## src/rtl/pdd_map.svh

```systemverilog
/*
 * Address map, reset values and bit masks of the port direction/data block.
 * Assumes it is included by bare name, before use.
 */
`ifndef PDD_MAP_SVH
`define PDD_MAP_SVH

// Byte addresses on the CPU data bus
`define PDD_ADDR_DAT0      20'hf_ff00
`define PDD_ADDR_DAT1      20'hf_ff01
`define PDD_ADDR_DAT4      20'hf_ff04
`define PDD_ADDR_IN12      20'hf_ff0c
`define PDD_ADDR_IN13      20'hf_ff0d
`define PDD_ADDR_DIR0      20'hf_ff20
`define PDD_ADDR_DIR1      20'hf_ff21
`define PDD_ADDR_DIR4      20'hf_ff24

// Reset values
`define PDD_DIR_RST        8'hff
`define PDD_LAT_RST        8'h00
`define PDD_ZERO           8'h00

// Implemented bits of each port
`define PDD_IMPL_0         8'hff
`define PDD_IMPL_1         8'h7f
`define PDD_IMPL_4         8'h01
`define PDD_IMPL_12        8'h20
`define PDD_IMPL_13        8'h80

// Pins that have an analog select
`define PDD_ANA_0          8'h80
`define PDD_ANA_1          8'h7f

// Bit positions of the two input-only pins
`define PDD_RST_PIN_BIT    5
`define PDD_TMR_PIN_BIT    7

`endif

```

## src/rtl/pdd_pkg.sv

```systemverilog
/*
 * Types of the port direction/data block.
 * Assumes nothing beyond a SystemVerilog compiler.
 */
package pdd_pkg;

    // Complete state of the top module
    typedef struct packed {
        logic [7:0] dir0;
        logic [7:0] dir1;
        logic [7:0] dir4;
        logic [7:0] lat0;
        logic [7:0] lat1;
        logic [7:0] lat4;
        logic [7:0] oe0;
        logic [7:0] oe1;
        logic [7:0] oe4;
        logic [7:0] pu0;
        logic [7:0] pu1;
        logic [7:0] pu4;
        logic [7:0] pu12;
        logic [7:0] rdata;
    } pdd_state_type;

endpackage

```

## src/rtl/pdd_rd_if.sv

```systemverilog
/*
 * Carries one port's direction, latch, pin and analog bits to the read
 * selector and its read value back.
 * Assumes one instance per port inside the top module.
 */
`timescale 1ns/1ps

interface pdd_rd_if;
    logic [7:0] dir;
    logic [7:0] latch;
    logic [7:0] pin;
    logic [7:0] analog;
    logic [7:0] value;

    modport regs (output dir, output latch, output pin, output analog, input value);
    modport mux  (input dir, input latch, input pin, input analog, output value);
endinterface

```

## src/rtl/pdd_read_mux.sv

```systemverilog
/*
 * Read value of one bidirectional port.
 * Assumes the inputs come from registers or synchronous pins.
 */
`timescale 1ns/1ps

module pdd_read_mux
    import pdd_pkg::*;
#(
    parameter logic [7:0] IMPL = 8'hff
)(
    pdd_rd_if.mux rd
);

    // Input mode shows the pin, output mode the latch; analog pins in input mode read 0
    always_comb
    begin
        rd.value = IMPL & ((rd.dir & ~rd.analog & rd.pin) | (~rd.dir & rd.latch)); // see see
    end

endmodule // pdd_read_mux

```

## src/rtl/pdd_port_regs.sv

```systemverilog
/*
 * Direction and data registers of ports 0, 1, 4 and input registers of
 * ports 12 and 13, on the CPU byte/bit bus.
 * Assumes pins, bus and mode inputs are synchronous to clk.
 */
//Contract
//Direction 0 drives pin, 1 floats
//Reset sets all direction registers ones
//Byte and single-bit writes both accepted
//Data write loads latch driving output pins
//Read: input mode pin, output mode latch
//Reset clears latches; input ports undefined
//Analog input pins always read zero
//Reset-function shared pin reads one
//Software writes fixed bits at reset value
//Software sets direction before alternate use
//Data 0 low, 1 high, both ways
//Pull-up only input, digital, normal output
//One byte each; fixed bits stay fixed
`timescale 1ns/1ps
`include "pdd_map.svh"

module pdd_port_regs
    import pdd_pkg::*;
(
    input  wire logic        clk,
    input  wire logic        rst_n,
    input  wire logic        ce,
    input  wire logic [19:0] bus_addr,
    input  wire logic        bus_wr,
    input  wire logic        bus_rd,
    input  wire logic        bus_bit_op,
    input  wire logic [2:0]  bus_bit_idx,
    input  wire logic [7:0]  bus_wdata,
    output logic      [7:0]  bus_rdata,
    input  wire logic [7:0]  port0_in,
    input  wire logic [7:0]  port1_in,
    input  wire logic [7:0]  port4_in,
    input  wire logic        reset_shared_pin,
    input  wire logic        timer_interrupt_input_pin,
    input  wire logic        reset_pin_select,
    input  wire logic [7:0]  analog_select_bit0,
    input  wire logic [7:0]  analog_select_bit1,
    input  wire logic [7:0]  pullup_enable_bit0,
    input  wire logic [7:0]  pullup_enable_bit1,
    input  wire logic [7:0]  pullup_enable_bit4,
    input  wire logic        pullup_enable_bit12,
    input  wire logic [7:0]  output_style_bit0,
    input  wire logic [7:0]  output_style_bit1,
    output logic      [7:0]  port0_out,
    output logic      [7:0]  port1_out,
    output logic      [7:0]  port4_out,
    output logic      [7:0]  port0_oe,
    output logic      [7:0]  port1_oe,
    output logic      [7:0]  port4_oe,
    output logic      [7:0]  pullup_on0,
    output logic      [7:0]  pullup_on1,
    output logic      [7:0]  pullup_on4,
    output logic             pullup_on12
);

    ////////////////////////////////////////////////////////////////////////
    // State and constants

    localparam pdd_state_type RST_STATE = '{
        dir0: `PDD_DIR_RST, dir1: `PDD_DIR_RST, dir4: `PDD_DIR_RST,
        lat0: `PDD_LAT_RST, lat1: `PDD_LAT_RST, lat4: `PDD_LAT_RST,
        oe0: `PDD_ZERO, oe1: `PDD_ZERO, oe4: `PDD_ZERO,
        pu0: `PDD_ZERO, pu1: `PDD_ZERO, pu4: `PDD_ZERO, pu12: `PDD_ZERO,
        rdata: `PDD_ZERO
    };

    pdd_state_type st_ff;
    pdd_state_type nxt_st;
    logic [7:0]    ana0;
    logic [7:0]    ana1;
    logic [7:0]    rd_in12;
    logic [7:0]    rd_in13;
    logic [7:0]    rd_val;

    // Merge a byte or single-bit write; fixed bits always return to their value
    function automatic logic [7:0] wr_merge(
        input logic [7:0] old,
        input logic [7:0] wd,
        input logic       bit_op,
        input logic [2:0] idx,
        input logic [7:0] impl,
        input logic [7:0] fixval
    );
        logic [7:0] v;
        v = old;
        if (bit_op)
        begin
            v[idx] = wd[0];
        end
        else
        begin
            v = wd;
        end
        return (v & impl) | (fixval & ~impl);
    endfunction

    ////////////////////////////////////////////////////////////////////////
    // Read selectors of the three bidirectional ports

    pdd_rd_if u_if0 ();
    pdd_rd_if u_if1 ();
    pdd_rd_if u_if4 ();

    // Analog select exists only on some pins; others never read as analog
    assign ana0 = analog_select_bit0 & `PDD_ANA_0;
    assign ana1 = analog_select_bit1 & `PDD_ANA_1;

    assign u_if0.dir    = st_ff.dir0;
    assign u_if0.latch  = st_ff.lat0;
    assign u_if0.pin    = port0_in;
    assign u_if0.analog = ana0;
    assign u_if1.dir    = st_ff.dir1;
    assign u_if1.latch  = st_ff.lat1;
    assign u_if1.pin    = port1_in;
    assign u_if1.analog = ana1;
    assign u_if4.dir    = st_ff.dir4;
    assign u_if4.latch  = st_ff.lat4;
    assign u_if4.pin    = port4_in;
    assign u_if4.analog = `PDD_ZERO;

    pdd_read_mux #(.IMPL(`PDD_IMPL_0)) u_mux0 (.rd(u_if0.mux));
    pdd_read_mux #(.IMPL(`PDD_IMPL_1)) u_mux1 (.rd(u_if1.mux));
    pdd_read_mux #(.IMPL(`PDD_IMPL_4)) u_mux4 (.rd(u_if4.mux));

    // Input-only ports; the shared pin reads 1 while it is the reset input
    always_comb
    begin
        rd_in12 = `PDD_ZERO;
        rd_in13 = `PDD_ZERO;
        rd_in12[`PDD_RST_PIN_BIT] = reset_pin_select | reset_shared_pin;
        rd_in13[`PDD_TMR_PIN_BIT] = timer_interrupt_input_pin;
    end

    // Byte read decode; unmapped addresses read zero
    always_comb
    begin
        case (bus_addr)
            `PDD_ADDR_DAT0: rd_val = u_if0.value;
            `PDD_ADDR_DAT1: rd_val = u_if1.value;
            `PDD_ADDR_DAT4: rd_val = u_if4.value;
            `PDD_ADDR_IN12: rd_val = rd_in12;
            `PDD_ADDR_IN13: rd_val = rd_in13;
            `PDD_ADDR_DIR0: rd_val = st_ff.dir0;
            `PDD_ADDR_DIR1: rd_val = st_ff.dir1;
            `PDD_ADDR_DIR4: rd_val = st_ff.dir4;
            default:        rd_val = `PDD_ZERO;
        endcase
    end

    ////////////////////////////////////////////////////////////////////////
    // Next state: writes, read capture, pin drive, pull-ups

    always_comb
    begin
        nxt_st = st_ff;
        if (ce)
        begin
            if (bus_wr)
            begin
                // Writes to input-only or unmapped addresses are dropped
                case (bus_addr)
                    `PDD_ADDR_DAT0:    nxt_st.lat0 = wr_merge(st_ff.lat0, bus_wdata, bus_bit_op, bus_bit_idx,
                                                              `PDD_IMPL_0, `PDD_LAT_RST);
                    `PDD_ADDR_DAT1:    nxt_st.lat1 = wr_merge(st_ff.lat1, bus_wdata, bus_bit_op, bus_bit_idx,
                                                              `PDD_IMPL_1, `PDD_LAT_RST);
                    `PDD_ADDR_DAT4:    nxt_st.lat4 = wr_merge(st_ff.lat4, bus_wdata, bus_bit_op, bus_bit_idx,
                                                              `PDD_IMPL_4, `PDD_LAT_RST);
                    `PDD_ADDR_DIR0:    nxt_st.dir0 = wr_merge(st_ff.dir0, bus_wdata, bus_bit_op, bus_bit_idx,
                                                              `PDD_IMPL_0, `PDD_DIR_RST);
                    `PDD_ADDR_DIR1:    nxt_st.dir1 = wr_merge(st_ff.dir1, bus_wdata, bus_bit_op, bus_bit_idx,
                                                              `PDD_IMPL_1, `PDD_DIR_RST);
                    `PDD_ADDR_DIR4:    nxt_st.dir4 = wr_merge(st_ff.dir4, bus_wdata, bus_bit_op, bus_bit_idx,
                                                              `PDD_IMPL_4, `PDD_DIR_RST);
                    default:           nxt_st.rdata = st_ff.rdata;
                endcase
            end
            // Read sees the state before a same-cycle write
            if (bus_rd)
            begin
                nxt_st.rdata = rd_val;
            end
            // Buffer on where the direction bit is 0
            nxt_st.oe0 = ~nxt_st.dir0;                   // see
            nxt_st.oe1 = ~nxt_st.dir1;
            nxt_st.oe4 = ~nxt_st.dir4;
            // Pull-up needs input mode, digital use and normal output style
            nxt_st.pu0 = pullup_enable_bit0 & nxt_st.dir0 & ~ana0 & ~output_style_bit0;
            nxt_st.pu1 = pullup_enable_bit1 & nxt_st.dir1 & ~ana1 & ~output_style_bit1 & `PDD_IMPL_1;
            nxt_st.pu4 = pullup_enable_bit4 & nxt_st.dir4 & `PDD_IMPL_4;
            // The reset-function pin keeps its pull-up whatever software sets
            nxt_st.pu12 = `PDD_ZERO;
            nxt_st.pu12[`PDD_RST_PIN_BIT] = pullup_enable_bit12 | reset_pin_select;
        end
        // Reset wins over the clock enable
        if (!rst_n)
        begin
            nxt_st = RST_STATE;                          // see
        end
    end

    // State register
    always_ff @(posedge clk)
    begin
        st_ff <= nxt_st;
    end

    // Outputs straight from the state register
    assign bus_rdata   = st_ff.rdata;
    assign port0_out   = st_ff.lat0;                     // see
    assign port1_out   = st_ff.lat1;
    assign port4_out   = st_ff.lat4;
    assign port0_oe    = st_ff.oe0;
    assign port1_oe    = st_ff.oe1;
    assign port4_oe    = st_ff.oe4;
    assign pullup_on0  = st_ff.pu0;
    assign pullup_on1  = st_ff.pu1;
    assign pullup_on4  = st_ff.pu4;
    assign pullup_on12 = st_ff.pu12[`PDD_RST_PIN_BIT];
endmodule // pdd_port_regs

```

## config.mk

```make
export PLATFORM = sky130hd
export DESIGN_NAME = pdd_port_regs
export DESIGN_NICKNAME = d
export VERILOG_FILES = /design/src/rtl/pdd_pkg.sv /design/src/rtl/pdd_rd_if.sv /design/src/rtl/pdd_read_mux.sv /design/src/rtl/pdd_port_regs.sv
export VERILOG_INCLUDE_DIRS = /design/src /design/src/rtl
export SDC_FILE = /design/constraint.sdc
export NUM_CORES = 1
export LEC_CHECK = 0
export BUFFER_PORTS_ARGS = -buffer_cell sky130_fd_sc_hd__buf_4
export CORE_ASPECT_RATIO = 0.5
export CORE_MARGIN = 5
export CORE_UTILIZATION = 49
export CTS_CLUSTER_DIAMETER = 60
export CTS_CLUSTER_SIZE = 16
export DETAILED_ROUTE_END_ITERATION = 8
export GPL_ROUTABILITY_DRIVEN = 0
export GPL_TIMING_DRIVEN = 0
export MAX_ROUTING_LAYER = met4
export PLACE_DENSITY_LB_ADDON = 0.1
export SYNTH_ARGS = -nofsm -noshare
export SYNTH_HDL_FRONTEND = slang
export SYNTH_SLANG_ARGS = --single-unit
```

## constraint.sdc

```tcl
create_clock -name clk -period 2.5 [get_ports clk]
set_input_delay 0.25 -clock clk [delete_from_list [all_inputs] [get_ports clk]]
set_output_delay 0.25 -clock clk [all_outputs]
set_load 0.01 [all_outputs]
```

==> flow_summary_export.csv <==
group,metric,value,unit
clock_tree,cts_resized,0,
worst_setup_path,r2r-start,"u_if0.dir[1]$_SDFFE_PN1P_",
worst_setup_path,reg2reg_to,"bus_rdata[1]$_SDFFE_PN0P_",
floorplan,row_count,27,
final_layout,fin_area,7130,sq um
synth,synthXorXnorAreaFrac,0,%
timing,post-route-min-period,2.31,ns
timing,worst_slew_pin_slew,1.36,ns
synth,synth_area,5350,sq um
clock_tree,root_buffer,"clkbuf_16",
routing,drt-wirelength-per-cell,18.7,um
clock_tree,cts.sinks,89,
global_routing,gr-total-overflow,0,
final_layout,instances_no_fill,1013,
final_layout,layout.nets,984,
synth,synth.largest_area_cell,"dfxtp_1",
floorplan,initial_utilization,49.4,%
timing,finalClockSkew,0.0102,ns
floorplan,die_area,13200,sq um
routing,first_pass_iters,7,
synth,ys_top_cells_by_area,"dfxtp_1, buf_4, o21ai_0, a21oi_1, mux2i_1",
global_routing,antenna_found_initial,0,
worst_setup_path,path_class,"in2reg",
timing,fmax,434,MHz
placement,place_area,6770,sq um
clock_tree,cts_setup_buffers,0,
synth,async_reset_ff_share,0,%
placement,dp_cells,997,
power,peakVddDrop,0.376,mV
floorplan,io_pins,202,
synth,yosysUniqueCellTypes,59,
clock_tree,clock_latency,0.36,ns
placement,place_hpwl,14.7,mm
synth,synth_edf_count,0,
worst_hold_path,min_to,"pullup_on0[5]$_SDFFE_PN0P_",
synth,synth_flop_cell,"dfxtp_1",
timing,hold_violations,0,
routing,via_per_inst,5.72,
worst_setup_path,critPathCaptureType,"flip-flop",
clock_tree,htree_levels,3,
worst_setup_path,slowest_stage,"nor4_1",
placement,place_ws,0.0130,ns
synth,synthAdderAreaFrac,0,%
routing,drcViolationCount,0,
routing,totalWireLength,19.0,mm
routing,drt_iter0_markers,686,
power,p_leak,3.18,nW
placement,portBuffers,157,
global_routing,grt_max_degree,15,
floorplan,core,10800,sq um
worst_hold_path,worstHoldStart,"output_style_bit0[5]",
synth,ys_seq_area_share,33.3,%
final_layout,fillers,977,
synth,ys_ff_latch,89,
global_routing,grtUsageTotal,28.6,%
global_routing,grt_pass1_wl,28.7,mm
synth,syn_avg_cell_area,7.87,sq um
global_routing,grt_pass1_vias,5383,
synth,synth_top_family_by_area,"simple AND/OR/NAND/NOR gates",
worst_setup_path,r2r_cells,5,
clock_tree,path_clk_slew,0.07,ns
clock_tree,numCtsBuffers,9,
worst_setup_path,crit_required,2.78,ns
clock_tree,postCtsHoldBufs,0,
routing,via_count,5797,
synth,synth_cells,680,
clock_tree,cts_buffer_depth,2,
floorplan,die_h,83.9,um
worst_hold_path,min-delay-path-class,"in2reg",
floorplan,die_x,158,um
synth,synth_top_area_share,33.3,%
timing,rsz0062_at_grt,"no",
worst_setup_path,startpoint_type,"primary input",
final_layout,drive_gt1_share,31.9,%
timing,setup_viol,0,
timing,drv_slew,0,
timing,relSlewSlack,8.77,%
timing,fin_crit_sh,92.2,%
synth,synthMuxAreaShare,3.81,%
final_layout,area_growth,33.2,%
flow_run,drv_cap,0,
worst_setup_path,reg2reg_slack,0.88,ns
routing,postRouteAntennaNets,0,
synth,yosysWarnings,0,
final_layout,diodes,0,
power,power_density,514,nW/um^2
synth,synth-compound-area-share,20.2,%
worst_setup_path,path_cells,"buf_4, clkbuf_1, inv_2, nand2_2, nor4_1, nand3_1, a21oi_1",
timing,worst_slack,0.194,ns
worst_setup_path,crit_fanout,10,
worst_hold_path,worstHoldPathCells,2,
outcome,run_status,"complete, no violations",
synth,yosys.area_share.simple,26.5,%
worst_setup_path,crit_arrival,2.58,ns
worst_setup_path,slowest_delay,1.14,ns
clock_tree,cts_tree,"built",
timing,fin_tns_setup,0,ns
kinds of logic after synthesis:
kind of cell | Yosys count
other | 1
muxes | 20
buffers and inverters | 145
DFF | 89
and+or+nand+nor | 259
AOI/OAI and AO/OA | 166
worst max-delay path, delay by kind of cell:
family | cells | cell delay [ns]
simple gates | 3 | 1.49
buf+inv | 3 | 0.64
compound gates | 1 | 0.20
synthesized netlist by cell type (4+ instances only):
| cell | instances |
|---|---|
| nor4_1 | 24 |
| a31oi_1 | 7 |
| o31ai_1 | 7 |
| buf_2 | 6 |
| inv_1 | 19 |
| nand2b_1 | 24 |
| clkbuf_1 | 33 |
| nand3_1 | 31 |
| o21ai_0 | 57 |
| o211a_1 | 7 |
| a2111oi_0 | 5 |
| dfxtp_1 | 89 |
| buf_4 | 80 |
| buf_1 | 4 |
| mux2i_1 | 17 |
| nor3b_1 | 5 |
| and3_1 | 5 |
| nor3_1 | 24 |
| a211o_1 | 4 |
| nand4_1 | 9 |
| o211ai_1 | 6 |
| or3_1 | 4 |
| nor2b_1 | 19 |
| a311oi_1 | 5 |
| a211oi_1 | 7 |
| nor2_1 | 38 |
| nand3b_1 | 5 |
| nand2_1 | 41 |
| and2_1 | 8 |
| a21oi_1 | 35 |
sequential cells by signal (all words and copies together), names as in the netlist:
| signal | count |
|---|---|
| port4_oe | 8 |
| port0_out | 8 |
| u_if4.dir | 8 |
| pullup_on0 | 8 |
| u_if1.dir | 8 |
| port1_out | 7 |
| pullup_on12 | 1 |
| pullup_on4 | 1 |
| pullup_on1 | 7 |
| port1_oe | 8 |
| u_if0.dir | 8 |
| port4_out | 1 |
| bus_rdata | 8 |
| port0_oe | 8 |
stage by stage:
stage / power, mW / hold slack [ns] / utilization (%)
2_1_floorplan: 1.76 / 0.351 / -
3_3_place_gp: 2.00 / 0.429 / 62.4
3_5_place_dp: 2.00 / 0.439 / 62.4
4_1_cts: 3.64 / 0.0877 / 65.8
5_1_grt: 3.75 / 0.0810 / 65.8
6_report: 3.66 / 0.0809 / 65.8
worst max path at each step:
| stage | startpoint | endpoint | slack, ns | cells after the start |
|---|---|---|---|---|
| floorplan | bus_bit_idx[2] | u_if0.dir[4]$_SDFFE_PN1P_ | 0.57 | 6 |
| CTS | bus_addr[5] | port0_out[7]$_SDFFE_PN0P_ | 0.34 | 7 |
| detailed placement | bus_addr[5] | port0_out[7]$_SDFFE_PN0P_ | 0.01 | 7 |
| finish | bus_addr[5] | port0_out[4]$_SDFFE_PN0P_ | 0.19 | 7 |
| global route | bus_addr[4] | port1_out[4]$_SDFFE_PN0P_ | 0.11 | 7 |
| global placement | bus_addr[5] | port0_out[3]$_SDFFE_PN0P_ | 0.03 | 7 |
layout by cell type (no fill, tap or decap), drive strengths merged, types with 9 or more instances in the layout:
| cell type | instances |
|---|---|
| a21oi | 35 |
| buf | 248 |
| clkbuf | 44 |
| conb | 16 |
| dfxtp | 89 |
| inv | 21 |
| mux2i | 17 |
| nand2 | 43 |
| nand2b | 24 |
| nand3 | 32 |
| nand4 | 9 |
| nor2 | 38 |
| nor2b | 19 |
| nor3 | 26 |
| nor4 | 26 |
| o21ai | 59 |
routing by layer:
metal	routed length [um]	share of wire, %	vias up	track usage [%]
met1	8050	42	2678	38.3
li1	-	-	2714	-
met4	362	1.9	0	7.10
met5	0	0	-	-
met3	2720	14	60	11.2
met2	7840	41	345	40.2
final cells by class:
class / count / area [sq um] / share of cell area (%)
buffer: 124 / 781 / 10.9
multi-input combinational: 461 / 2770 / 38.8
timing repair buffer: 157 / 1180 / 16.5
clock buffer: 11 / 233 / 3.26
inverter: 21 / 78.8 / 1.11
tap: 145 / 181 / 2.54
sequential: 89 / 1780 / 25.0
clock inverter: 5 / 128 / 1.79
report_power, final:
group          switching, mW  internal, mW
Combinational          0.277         0.244
Sequential            0.0200          1.44
Clock                  0.599          1.08
No activity file was read; power rests on OpenSTA's default activity.
